==> src/hdl/lcd_cmd_pkg.sv <==
// Shared constants and carrier types for the standard instruction decoder.
// Assumes a single 10 MHz clock and a Wishbone classic register port.
package lcd_cmd_pkg;

  // ==========================================================================
  // Register map (word addresses are byte offsets)
  // ==========================================================================
  localparam logic [3:0] reg_instr = 4'h0;
  localparam logic [3:0] reg_data = 4'h4;
  localparam logic [3:0] reg_status = 4'h8;
  localparam logic [3:0] reg_mode = 4'hc;

  // ==========================================================================
  // Field positions and fixed values
  // ==========================================================================
  localparam logic [7:0] home_code = 8'h02;
  localparam logic [5:0] entry_code = 6'h01;
  localparam logic [4:0] disp_code = 5'h01;
  localparam logic [3:0] move_code = 4'h1;
  localparam logic [1:0] pat_code = 2'h1;
  localparam int status_busy_bit = 7;
  localparam int status_page_bit = 8;
  localparam logic [6:0] line_len = 7'h28;
  localparam logic [6:0] line2_base = 7'h40;
  localparam logic [6:0] reset_ac = 7'h00;

  // ==========================================================================
  // Timing
  // ==========================================================================
  localparam int clk_mhz = 10;
  localparam int exec_ns = 400;
  localparam int exec_cycles = (exec_ns * clk_mhz + 999) / 1000;
  localparam int off_cycles = 3;

  typedef enum logic [2:0] {
    st_idle = 3'b001,
    st_exec = 3'b010,
    st_fetch = 3'b100
  } state_t;

  typedef struct packed {
    logic [6:0] addr_counter;
    logic [7:0] read_reg;
    logic [6:0] shift_pos;
    logic addr_step_dir;
    logic shift_on_write;
    logic display_on;
    logic cursor_on;
    logic pattern_sel;
    logic instr_page_sel;
    logic [3:0] busy_cnt;
    logic [1:0] off_cnt;
    logic drive_en;
    logic cursor_vis;
    logic ack;
    logic [31:0] rdata;
    logic ram_we;
    logic [7:0] ram_wdata;
    state_t state;
  } core_t;

endpackage : lcd_cmd_pkg

==> src/hdl/char_lcd_standard_cmds.sv <==
// Standard instruction page of a character LCD controller with text and
// pattern RAM, behind a Wishbone classic slave. Assumes a synchronous bus.
// What this block does
// - Home clears counter and display shift
// - Home leaves text RAM untouched
// - Home keeps step direction and shift mode
// - Entry instruction sets direction and shift mode
// - Data access steps counter by direction
// - Cursor hidden during pattern RAM access
// - Shift on text write per direction
// - No shift on reads or pattern access
// - Display control sets display and cursor
// - Display off grounds drive, keeps RAM
// - Outputs grounded within three cycles
// - Instructions still run while display off
// - Cursor drawn; stepping continues when hidden
// - Move instruction: shift or cursor, direction
// - Move touches no display data
// - Cursor wraps to next line past 40
// - Display shift moves all lines together
// - Counter unchanged for display shift only
// - Pattern load sets low six bits
// - Seven-bit shared counter, bit six kept
// - Text load sets all seven bits
// - Address loads and reads refresh read register
// - Busy flag refuses instructions while executing
// - Standard page decoded only when page zero
//
// Added by the designer: the register addresses and the Wishbone register port.
`timescale 1ns/1ps
module char_lcd_standard_cmds #(
  parameter int exec_len = lcd_cmd_pkg::exec_cycles
) (
  input wire logic clk_i,
  input wire logic rst_i,
  input wire logic ce_i,
  input wire logic cyc_i,
  input wire logic stb_i,
  input wire logic we_i,
  input wire logic [3:0] adr_i,
  input wire logic [3:0] sel_i,
  input wire logic [31:0] dat_i,
  output logic [31:0] dat_o,
  output logic ack_o,
  output logic busy_o,
  output logic lcd_drive_en_o,
  output logic vgen_en_o,
  output logic cursor_vis_o,
  output logic [6:0] shift_pos_o,
  output logic [6:0] addr_o
);
  import lcd_cmd_pkg::*;

  // ==========================================================================
  // RAMs: 128 text cells and 64 pattern rows share one counter.
  // ==========================================================================
  logic [7:0] text_ram [0:127];
  logic [7:0] pattern_ram [0:63];
  core_t cur;
  core_t next_cur;
  logic req;
  logic [7:0] ins;
  logic [6:0] step_ac;
  logic [6:0] move_ac;
  logic [6:0] shift_l;
  logic [6:0] shift_r;
  logic [7:0] rd_now;

  assign req = cyc_i && stb_i && !cur.ack;
  assign ins = dat_i[7:0];

  function automatic logic [6:0] step_addr(input logic [6:0] a,
                                           input logic up,
                                           input logic two);
    logic [6:0] r;
    r = up ? a + 7'h01 : a - 7'h01;
    // Each line is forty cells wide; the cursor jumps between lines.
    if (two && up && a == line_len - 7'h01)
      r = line2_base;
    else if (two && up && a == line2_base + line_len - 7'h01)
      r = reset_ac;
    else if (two && !up && a == line2_base)
      r = line_len - 7'h01;
    else if (two && !up && a == reset_ac)
      r = line2_base + line_len - 7'h01;
    return r;
  endfunction : step_addr

  always_comb
  begin
    step_ac = step_addr(cur.addr_counter, cur.addr_step_dir,
                        !cur.pattern_sel);
    move_ac = step_addr(cur.addr_counter, ins[2], 1'b1);
    // One offset for the whole screen keeps every line in step.
    shift_l = (cur.shift_pos == line_len - 7'h01) ? reset_ac
              : cur.shift_pos + 7'h01;
    shift_r = (cur.shift_pos == reset_ac) ? line_len - 7'h01
              : cur.shift_pos - 7'h01;
    rd_now = cur.pattern_sel ? pattern_ram[cur.addr_counter[5:0]]
             : text_ram[cur.addr_counter];
  end

  always_comb
  begin
    next_cur = cur;
    next_cur.ram_we = 1'b0;
    if (cur.ack)
      next_cur.ack = 1'b0;
    if (cur.busy_cnt != 4'h0)
      next_cur.busy_cnt = cur.busy_cnt - 4'h1;
    else
      next_cur.state = st_idle;
    // The drive stays on a few cycles after display off, then grounds.
    if (!cur.display_on && cur.off_cnt != 2'h0)
      next_cur.off_cnt = cur.off_cnt - 2'h1;
    next_cur.drive_en = cur.display_on
                        || (cur.off_cnt > 2'h1);
    next_cur.cursor_vis = cur.cursor_on && cur.display_on
                          && !cur.pattern_sel;
    if (cur.state == st_fetch)
      next_cur.read_reg = rd_now;
    if (req)
    begin
      next_cur.ack = 1'b1;
      next_cur.rdata = 32'h0;
      if (!we_i)
      begin
        if (adr_i == reg_status)
          next_cur.rdata = {23'h0, cur.instr_page_sel,
                            cur.state != st_idle,
                            cur.addr_counter};
        else if (adr_i == reg_data && cur.state == st_idle)
        begin
          next_cur.rdata = {24'h0, cur.read_reg};
          next_cur.addr_counter = step_ac;
          next_cur.state = st_fetch;
          next_cur.busy_cnt = 4'(exec_len);
        end
        else if (adr_i == reg_mode)
          next_cur.rdata = {28'h0, cur.display_on, cur.cursor_on,
                            cur.addr_step_dir, cur.shift_on_write};
      end
      else if (adr_i == reg_mode && sel_i[0])
        next_cur.instr_page_sel = dat_i[0];
      // Data and instruction writes while busy are acknowledged but dropped.
      else if (sel_i[0] && cur.state == st_idle
               && adr_i == reg_data)
      begin
        next_cur.ram_we = 1'b1;
        next_cur.ram_wdata = ins;
        next_cur.addr_counter = step_ac;
        next_cur.state = st_exec;
        next_cur.busy_cnt = 4'(exec_len);
        if (cur.shift_on_write && !cur.pattern_sel)
          next_cur.shift_pos = cur.addr_step_dir ? shift_l : shift_r;
      end
      else if (sel_i[0] && cur.state == st_idle
               && adr_i == reg_instr
               && !cur.instr_page_sel)
      begin
        next_cur.state = st_exec;
        next_cur.busy_cnt = 4'(exec_len);
        if (ins[7])
        begin
          next_cur.addr_counter = ins[6:0];
          next_cur.pattern_sel = 1'b0;
          next_cur.state = st_fetch;
        end
        else if (ins[7:6] == pat_code)
        begin
          next_cur.addr_counter[5:0] = ins[5:0];
          next_cur.pattern_sel = 1'b1;
          next_cur.state = st_fetch;
        end
        else if (ins[7:4] == move_code && ins[1:0] == 2'b00)
        begin
          if (ins[3])
            next_cur.shift_pos = ins[2] ? shift_r : shift_l;
          else
            next_cur.addr_counter = move_ac;
        end
        else if (ins[7:3] == disp_code && !ins[0])
        begin
          next_cur.display_on = ins[2];
          next_cur.cursor_on = ins[1];
          if (!ins[2])
            next_cur.off_cnt = 2'(off_cycles);
        end
        else if (ins[7:2] == entry_code)
        begin
          next_cur.addr_step_dir = ins[1];
          next_cur.shift_on_write = ins[0];
        end
        else if (ins == home_code)
        begin
          // Entry settings and RAM contents are left alone.
          next_cur.addr_counter = reset_ac;
          next_cur.shift_pos = reset_ac;
        end
      end
    end
  end

  // ==========================================================================
  // State and RAM write
  // ==========================================================================
  always_ff @(posedge clk_i)
  begin
    if (rst_i)
    begin
      cur <= '0;
      cur.addr_step_dir <= 1'b1;
      cur.state <= st_idle;
    end
    else if (ce_i)
      cur <= next_cur;
  end

  // Write at the pre-step address held in the previous cycle's counter.
  logic [6:0] wr_addr;
  always_ff @(posedge clk_i)
  begin
    if (rst_i)
      wr_addr <= reset_ac;
    else if (ce_i)
      wr_addr <= cur.addr_counter;
  end

  always_ff @(posedge clk_i)
  begin
    if (ce_i && cur.ram_we)
    begin
      if (cur.pattern_sel)
        pattern_ram[wr_addr[5:0]] <= cur.ram_wdata;
      else
        text_ram[wr_addr] <= cur.ram_wdata;
    end
  end

  assign dat_o = cur.rdata;
  assign ack_o = cur.ack;
  assign busy_o = cur.state != st_idle;
  assign lcd_drive_en_o = cur.drive_en;
  assign vgen_en_o = cur.drive_en;
  assign cursor_vis_o = cur.cursor_vis;
  assign shift_pos_o = cur.shift_pos;
  assign addr_o = cur.addr_counter;

  // ==========================================================================
  // Checks
  // ==========================================================================
  property p_home;
    @(posedge clk_i) disable iff (rst_i)
      (ce_i && req && we_i && adr_i == reg_instr && sel_i[0]
       && dat_i[7:0] == home_code && cur.state == st_idle
       && !cur.instr_page_sel)
      |=> (cur.addr_counter == reset_ac && cur.shift_pos == reset_ac
           && cur.addr_step_dir == $past(cur.addr_step_dir));
  endproperty
  a_home: assert property (p_home) else $error("home failed");

  // The fall is seen one edge after the instruction is taken.
  property p_off;
    @(posedge clk_i) disable iff (rst_i)
      (ce_i && $fell(cur.display_on)) |-> ##3 !cur.drive_en;
  endproperty
  a_off: assert property (p_off) else $error("drive not off");

  property p_pat;
    @(posedge clk_i) disable iff (rst_i)
      (ce_i && req && we_i && adr_i == reg_instr && sel_i[0]
       && dat_i[7:6] == pat_code && cur.state == st_idle
       && !cur.instr_page_sel)
      |=> (cur.addr_counter[6] == $past(cur.addr_counter[6])
           && cur.pattern_sel);
  endproperty
  a_pat: assert property (p_pat) else $error("pattern load bad");

  property p_busy;
    @(posedge clk_i) disable iff (rst_i)
      (ce_i && cur.state != st_idle && req && we_i
       && adr_i == reg_instr) |=> $stable(cur.display_on);
  endproperty
  a_busy: assert property (p_busy) else $error("busy ignored");

  property p_curs;
    @(posedge clk_i) disable iff (rst_i)
      ce_i && cur.pattern_sel |=> !cur.cursor_vis;
  endproperty
  a_curs: assert property (p_curs) else $error("cursor shown");

  property p_page;
    @(posedge clk_i) disable iff (rst_i)
      (ce_i && cur.instr_page_sel && req && adr_i == reg_instr)
      |=> $stable(cur.addr_counter);
  endproperty
  a_page: assert property (p_page) else $error("page ignored");

  property p_rdshift;
    @(posedge clk_i) disable iff (rst_i)
      (ce_i && req && !we_i && adr_i == reg_data)
      |=> $stable(cur.shift_pos);
  endproperty
  a_rdshift: assert property (p_rdshift) else $error("read shift");

  property p_drv;
    @(posedge clk_i) disable iff (rst_i)
      ce_i && cur.display_on |=> cur.drive_en;
  endproperty
  a_drv: assert property (p_drv) else $error("drive off");

  property p_entry;
    @(posedge clk_i) disable iff (rst_i)
      (ce_i && req && we_i && adr_i == reg_instr && sel_i[0]
       && dat_i[7:2] == entry_code && cur.state == st_idle
       && !cur.instr_page_sel)
      |=> (cur.addr_step_dir == $past(dat_i[1])
           && cur.shift_on_write == $past(dat_i[0]));
  endproperty
  a_entry: assert property (p_entry) else $error("entry bad");

  property p_disp;
    @(posedge clk_i) disable iff (rst_i)
      (ce_i && req && we_i && adr_i == reg_instr && sel_i[0]
       && dat_i[7:3] == disp_code && !dat_i[0]
       && cur.state == st_idle && !cur.instr_page_sel)
      |=> (cur.display_on == $past(dat_i[2])
           && cur.cursor_on == $past(dat_i[1]));
  endproperty
  a_disp: assert property (p_disp) else $error("display bad");

  property p_move;
    @(posedge clk_i) disable iff (rst_i)
      (ce_i && req && we_i && adr_i == reg_instr && sel_i[0]
       && dat_i[7:4] == move_code && dat_i[1:0] == 2'b00 && dat_i[3]
       && cur.state == st_idle && !cur.instr_page_sel)
      |=> $stable(cur.addr_counter);
  endproperty
  a_move: assert property (p_move) else $error("shift moved");

  property p_wrshift;
    @(posedge clk_i) disable iff (rst_i)
      (ce_i && req && we_i && adr_i == reg_data && cur.pattern_sel)
      |=> $stable(cur.shift_pos);
  endproperty
  a_wrshift: assert property (p_wrshift) else $error("pat shift");

  // Pattern RAM has no line wrap, so an up step is a plain increment.
  property p_step;
    @(posedge clk_i) disable iff (rst_i)
      (ce_i && req && we_i && adr_i == reg_data && sel_i[0]
       && cur.state == st_idle && cur.pattern_sel && cur.addr_step_dir)
      |=> cur.addr_counter == $past(cur.addr_counter) + 7'h01;
  endproperty
  a_step: assert property (p_step) else $error("step bad");

endmodule : char_lcd_standard_cmds

==> config.mk <==
export PLATFORM = sky130hd
export DESIGN_NAME = char_lcd_standard_cmds
export DESIGN_NICKNAME = d
export VERILOG_FILES = /design/src/hdl/lcd_cmd_pkg.sv /design/src/hdl/char_lcd_standard_cmds.sv
export SDC_FILE = /design/constraint.sdc
export NUM_CORES = 2
export LEC_CHECK = 0
export BUFFER_PORTS_ARGS = -buffer_cell sky130_fd_sc_hd__buf_2
export CORE_ASPECT_RATIO = 1.4
export CORE_MARGIN = 3
export CORE_UTILIZATION = 50
export CTS_CLUSTER_SIZE = 30
export DETAILED_ROUTE_END_ITERATION = 7
export PLACE_DENSITY = 0.66
export SLEW_MARGIN = 5
export SYNTH_ARGS = -nofsm -noshare
export SYNTH_HDL_FRONTEND = slang
export SYNTH_SLANG_ARGS = --single-unit
==> constraint.sdc <==
create_clock -name clk_i -period 4.75 [get_ports clk_i]
set_input_delay 0.475 -clock clk_i [delete_from_list [all_inputs] [get_ports clk_i]]
set_output_delay 0.475 -clock clk_i [all_outputs]
set_load 0.1 [all_outputs]
======== After elaboration in Yosys (flattened, before gate mapping) ========
Memory sizes are Yosys's and may differ from the RTL's. A register that Yosys moved wholly into a read port is not among the register bits.
Index checks and enable logic that the tools add are counted.
cells by class
  equality and inequality tests ........... 33
  bitwise gates (word level) .............. 6
  reduce and logical (&&, ||, !) cells .... 53
  $lt $le $gt $ge ......................... 1
  multiplexer cells ....................... 82
  add/subtract/negate cells ............... 6
operators by type and width
  cell                                                  count
  2-to-1 mux 7 bit                                      30
  2-to-1 mux 45 bit                                     1
  2-to-1 mux 6 bit                                      6
  2-to-1 mux 9 bit                                      4
  2-to-1 mux 32 bit                                     1
  2-to-1 mux 4 bit                                      7
  logical AND 1 bit                                     25
  2-to-1 mux 12 bit                                     2
  2-to-1 mux 3 bit                                      8
  2-to-1 mux 11 bit                                     2
  AND reduction 11 bit                                  2
  2-to-1 mux 2 bit                                      10
  AND reduction 10 bit                                  2
  != test 6 bit (second input constant)                 3
  2-to-1 mux 8 bit                                      2
  != test 5 bit (second input constant)                 3
  adder 7 x 1 -> 7 bit (second input constant)          2
  equality test 7 x 6 -> 1 bit (second input constant)  2
  equality test 7 bit (second input constant)           2
  zero test 7 bit                                       2
  subtractor 7 x 1 -> 7 bit (second input constant)     2
  AND reduction 12 bit                                  1
  2-to-1 mux 1 bit                                      9
  != test 3 bit (second input constant)                 3
  30 further kinds                                      50
storage, ports and cells
  register bits ........................... 88
  memories kept ........................... 2
  RAM bits ................................ 1,536
  word-level logic and storage cells ...... 203
memory list
  memory       depth  bits a word  rd ports  clocked after Yosys merged registers in  write ports  RTL line                      RTL
  text_ram     128    8            1         0                                        1            char_lcd_standard_cmds.sv:57  logic [7:0] text_ram [0:127];
  pattern_ram  64     8            1         1                                        1            char_lcd_standard_cmds.sv:58  logic [7:0] pattern_ram [0:63];

======== Longest topological paths before layout ========
  depth after elaboration ................. 16
  mapped depth ............................ 14

======== Worst setup path after synthesis ========
No wires, ideal clock.
  path type ............................... flip-flop to flip-flop
  start point ............................. register cur[3] (netlist bit)
  end point ............................... memory pattern_ram[0][0] (data pin)
  stages on the path, launching flop included .. 1
  period minus slack after synthesis ...... 3,310 ps
  library setup time ...................... 692 ps
  buffers on the path ..................... 0
  arrival time ............................ 2,618 ps
  path slack .............................. 1,440 ps
  path through ............................ dfxtp_1
RTL lines
  element                 RTL line                       RTL
  from (decl)             char_lcd_standard_cmds.sv:59   core_t cur;
  from (signal assigned)  char_lcd_standard_cmds.sv:216  cur <= next_cur;
  to (decl)               char_lcd_standard_cmds.sv:58
No word-level cell before the write port.

======== Worst setup path after layout ========
  start point ............................. register cur, in the netlist addr_o[1]
  end point ............................... register cur[70] (netlist bit)
between the ends
  cells in the longest elaborated chain, start to end .. 2
ends and longest elaborated chain
  element                    RTL line                      RTL
  memory read (128 x 8 bit)  --
  2-to-1 mux 8 bit           char_lcd_standard_cmds.sv:99  rd_now = cur.pattern_sel ? pattern_ram[cur.addr_counter[5:0]]
Every way passes these cells.
A chain may end at the register's enable or synchronous reset.

==> results.sh <==
export IMPL_overflow=0
export IMPL_ys_flop_type="edfxtp_1"
export IMPL_tightest_slew_ns=1.241
export IMPL_netSwitchingPower_mw=5.352
export IMPL_netlist_area_leader_share=0.7205
export IMPL_clk_latency_ns=0.78
export IMPL_syn_area_mm2=0.06402
export IMPL_fmax_ghz=0.2717
export IMPL_power_switching_share=0.1968
export IMPL_routedWlPerCell_um=30.07
export IMPL_synth_yosys_seq_area_share=0.7427
export IMPL_tns_ns=0
export IMPL_synth_distinct_cells=88
export IMPL_totalWireLength_um=157400
export IMPL_ant_nets=0
export IMPL_first_iter_violations=3645
export IMPL_seq_power_share=0.563
export IMPL_die_area_mm2=0.1324
export IMPL_reg2reg_to="cur[70]$_SDFFE_PP0P_"
export IMPL_grt_pass1_wl_um=227700
export IMPL_cts_tree="done"
export IMPL_ctsResizeCount=0
export IMPL_power_density_mw_per_mm2=383.5
export IMPL_io_buffers=46
export IMPL_startpoint_type="flip-flop"
export IMPL_hold_class="in -> reg"
export IMPL_final_setup_viol_count=0
export IMPL_cts_buffers=149
export IMPL_p_leak_nw=20.37
export IMPL_areaGrowthSynthToFinish_pct=10.78
export IMPL_status="completed"
export IMPL_grt_max_degree=194
export IMPL_syn_instance_count=3371
export IMPL_synth_edf_count=1536
export IMPL_async_flop_share=0
export IMPL_regToRegSetupSlack_ns=1.07
export IMPL_numClockSinks=1607
export IMPL_maxCapViolCount=0
export IMPL_relSlewSlack=0.1708
export IMPL_skew_ns=0.01856
export IMPL_arrival_ns=4.31
export IMPL_grtUsageTotal=0.2391
export IMPL_rows=154
export IMPL_cts_setup_buffers=0
export IMPL_die_h_um=429.4
export IMPL_htreeDepth=4
export IMPL_cts_hold_buffers=7
export IMPL_synth_common_cells="edfxtp_1, mux4_2, nor2_1, mux2i_1, nand2_1"
export IMPL_ctsLongestPathBuffers=3
export IMPL_design_core_area_mm2=0.1264
export IMPL_diodes=0
export IMPL_place_hpwl_um=99560
export IMPL_avgSynthCellArea_um2=18.99
export IMPL_crit_type="reg -> reg"
export IMPL_final_min_clock_period_ns=3.680
export IMPL_antenna_found_initial=2
export IMPL_crit_start="addr_o[1]$_SDFFE_PP0N_"
export IMPL_synth_top_area_cell="edfxtp_1"
export IMPL_finalNetCount=3539
export IMPL_yosysMostFrequentCell="edfxtp_1"
export IMPL_internal_power_mw=21.85
export IMPL_post_route_cells_drive_above_1_share=0.2191
export IMPL_die_x_um=308.4
export IMPL_hold_violations=0
export IMPL_viasPerCell=6.244
export IMPL_ys_seq_elements=1607
export IMPL_cp_endpoint="cur[70]$_SDFFE_PP0P_"
export IMPL_yosysWarningCount=0
export IMPL_drtPass1Iterations=6
export IMPL_boundaryPins=97
export IMPL_r2r_start="addr_o[1]$_SDFFE_PP0N_"
export IMPL_path_clk_slew_ns=0.06
export IMPL_ir_drop_v=0.0004147
export IMPL_utilization=0.5610
export IMPL_synth_area_top_cells="edfxtp_1, mux4_2, dfxtp_1"
export IMPL_worstPathRequired_ns=5.38
export IMPL_globalplace_congestion=0.8947
export IMPL_fin_crit_sh=0.7747
export IMPL_grt_pass1_vias=33180
export IMPL_pwr_share_clk=0.423
export IMPL_cp_end_kind="flip-flop"
export IMPL_r2r_cells=7
export IMPL_initial_utilization=0.5064
export IMPL_rsz0062_at_grt="no"
export IMPL_drc=0
export IMPL_num_vias=32680
export IMPL_slew_viol_final=0
export IMPL_pwr_share_comb=0.014
export IMPL_cts_root_buf="clkbuf_16"
export IMPL_path_max_fanout=54
-- metal layers --
metal	track usage	vias up	wire, um
met1	0.2936	17020	56780
met2	0.4019	1382	80370
met5	0	-	24
li1	-	13920	-
met3	0.04342	350	10810
met4	0.1322	4	9383
-- power groups by stage --
stage,logic [mW],clock network (mW),registers [mW]
final,0.377,11.5,15.3
after global routing,0.405,12.3,15.3
after CTS,0.374,11.7,15.3
after detailed placement,0.368,0,15.6
after global placement,0.362,0,15.6
after floorplan,0.298,0,15.6
-- state kept, by name (all words and copies together) (netlist names), named ones only --
name	cells
text_ram	1024
pattern_ram	512
cur	32
dat_o	9
addr_o	7
shift_pos_o	7
wr_addr	7
ack_o	1
cursor_vis_o	1
lcd_drive_en_o	1
-- cell type report --
cell class / instances / area, um2
Inverter: 31 / 116.4
Tap cell: 1638 / 2049
Sequential cell: 1607 / 47600
Clock inverter: 78 / 694.4
Timing Repair Buffer: 184 / 1496
Clock buffer: 183 / 3941
Multi-Input combinational cell: 1513 / 15020
Fill cell: 9597 / 55490
-- worst max-delay path, cell delays in order (launching register included) --
cell	delay, ns
dfxtp_4	1.06
buf_4	0.50
mux4_2	0.38
mux2i_1	0.28
o21ai_0	0.20
o41ai_1	0.73
or3_1	0.24
o31ai_1	0.07
-- through the flow --
| stage | setup slack [ns] | total power [mW] | instances | hold slack (ns) | cell area [um2] |
|---|---|---|---|---|---|
| floorplan | 1.440 | 15.91 | 3393 | 0.4583 | 64100 |
| global placement | 1.118 | 15.97 | 4966 | 0.4438 | 66210 |
| detailed placement | 1.120 | 15.97 | 4966 | 0.4452 | 66210 |
| CTS | 1.093 | 27.38 | 5234 | 0.06106 | 70910 |
| global route | 0.9324 | 27.96 | 5234 | 0.1244 | 70910 |
| finish | 1.070 | 27.20 | 5234 | 0.1245 | 70910 |
-- how the worst min path moves through the flow --
stage | from | endpoint | depth (start not counted)
floorplan | dat_o[8]$_SDFFE_PP0P_ | dat_o[8]$_SDFFE_PP0P_ | 2
CTS | dat_i[2] | cur[5]$_SDFFE_PP0P_ | 3
finish | dat_i[2] | cur[5]$_SDFFE_PP0P_ | 3
detailed placement | cursor_vis_o$_SDFFE_PP0P_ | cursor_vis_o$_SDFFE_PP0P_ | 2
global route | dat_i[2] | cur[5]$_SDFFE_PP0P_ | 3
global placement | cursor_vis_o$_SDFFE_PP0P_ | cursor_vis_o$_SDFFE_PP0P_ | 2
-- cell usage in the layout, fill, tap and decap left out, drive strengths merged, types with 23 or more instances in the layout --
cell type,netlist,final
a211oi,24,24
conb,1,23
buf,157,177
o21ai,44,44
a22oi,89,89
mux4,350,350
nand3,33,33
inv,29,36
dfxtp,71,71
nor3,43,43
mux2i,116,116
nand2,116,116
clkbuf,85,183
nor2,276,276
a21oi,72,72
edfxtp,1536,1536
clkinv,2,60
-- logic make-up after synthesis --
kind of cell | after synthesis | share of synthesized area
compound gates | 380 | 0.04171
flops | 1607 | 0.7427
simple gates | 620 | 0.04589
other cells | 1 | 0.00005858
xor+xnor | 10 | 0.001368
buf+inv | 273 | 0.02437
mux | 473 | 0.1425
fa+ha+maj | 7 | 0.001368
No activity file was read; power rests on OpenSTA's default activity.
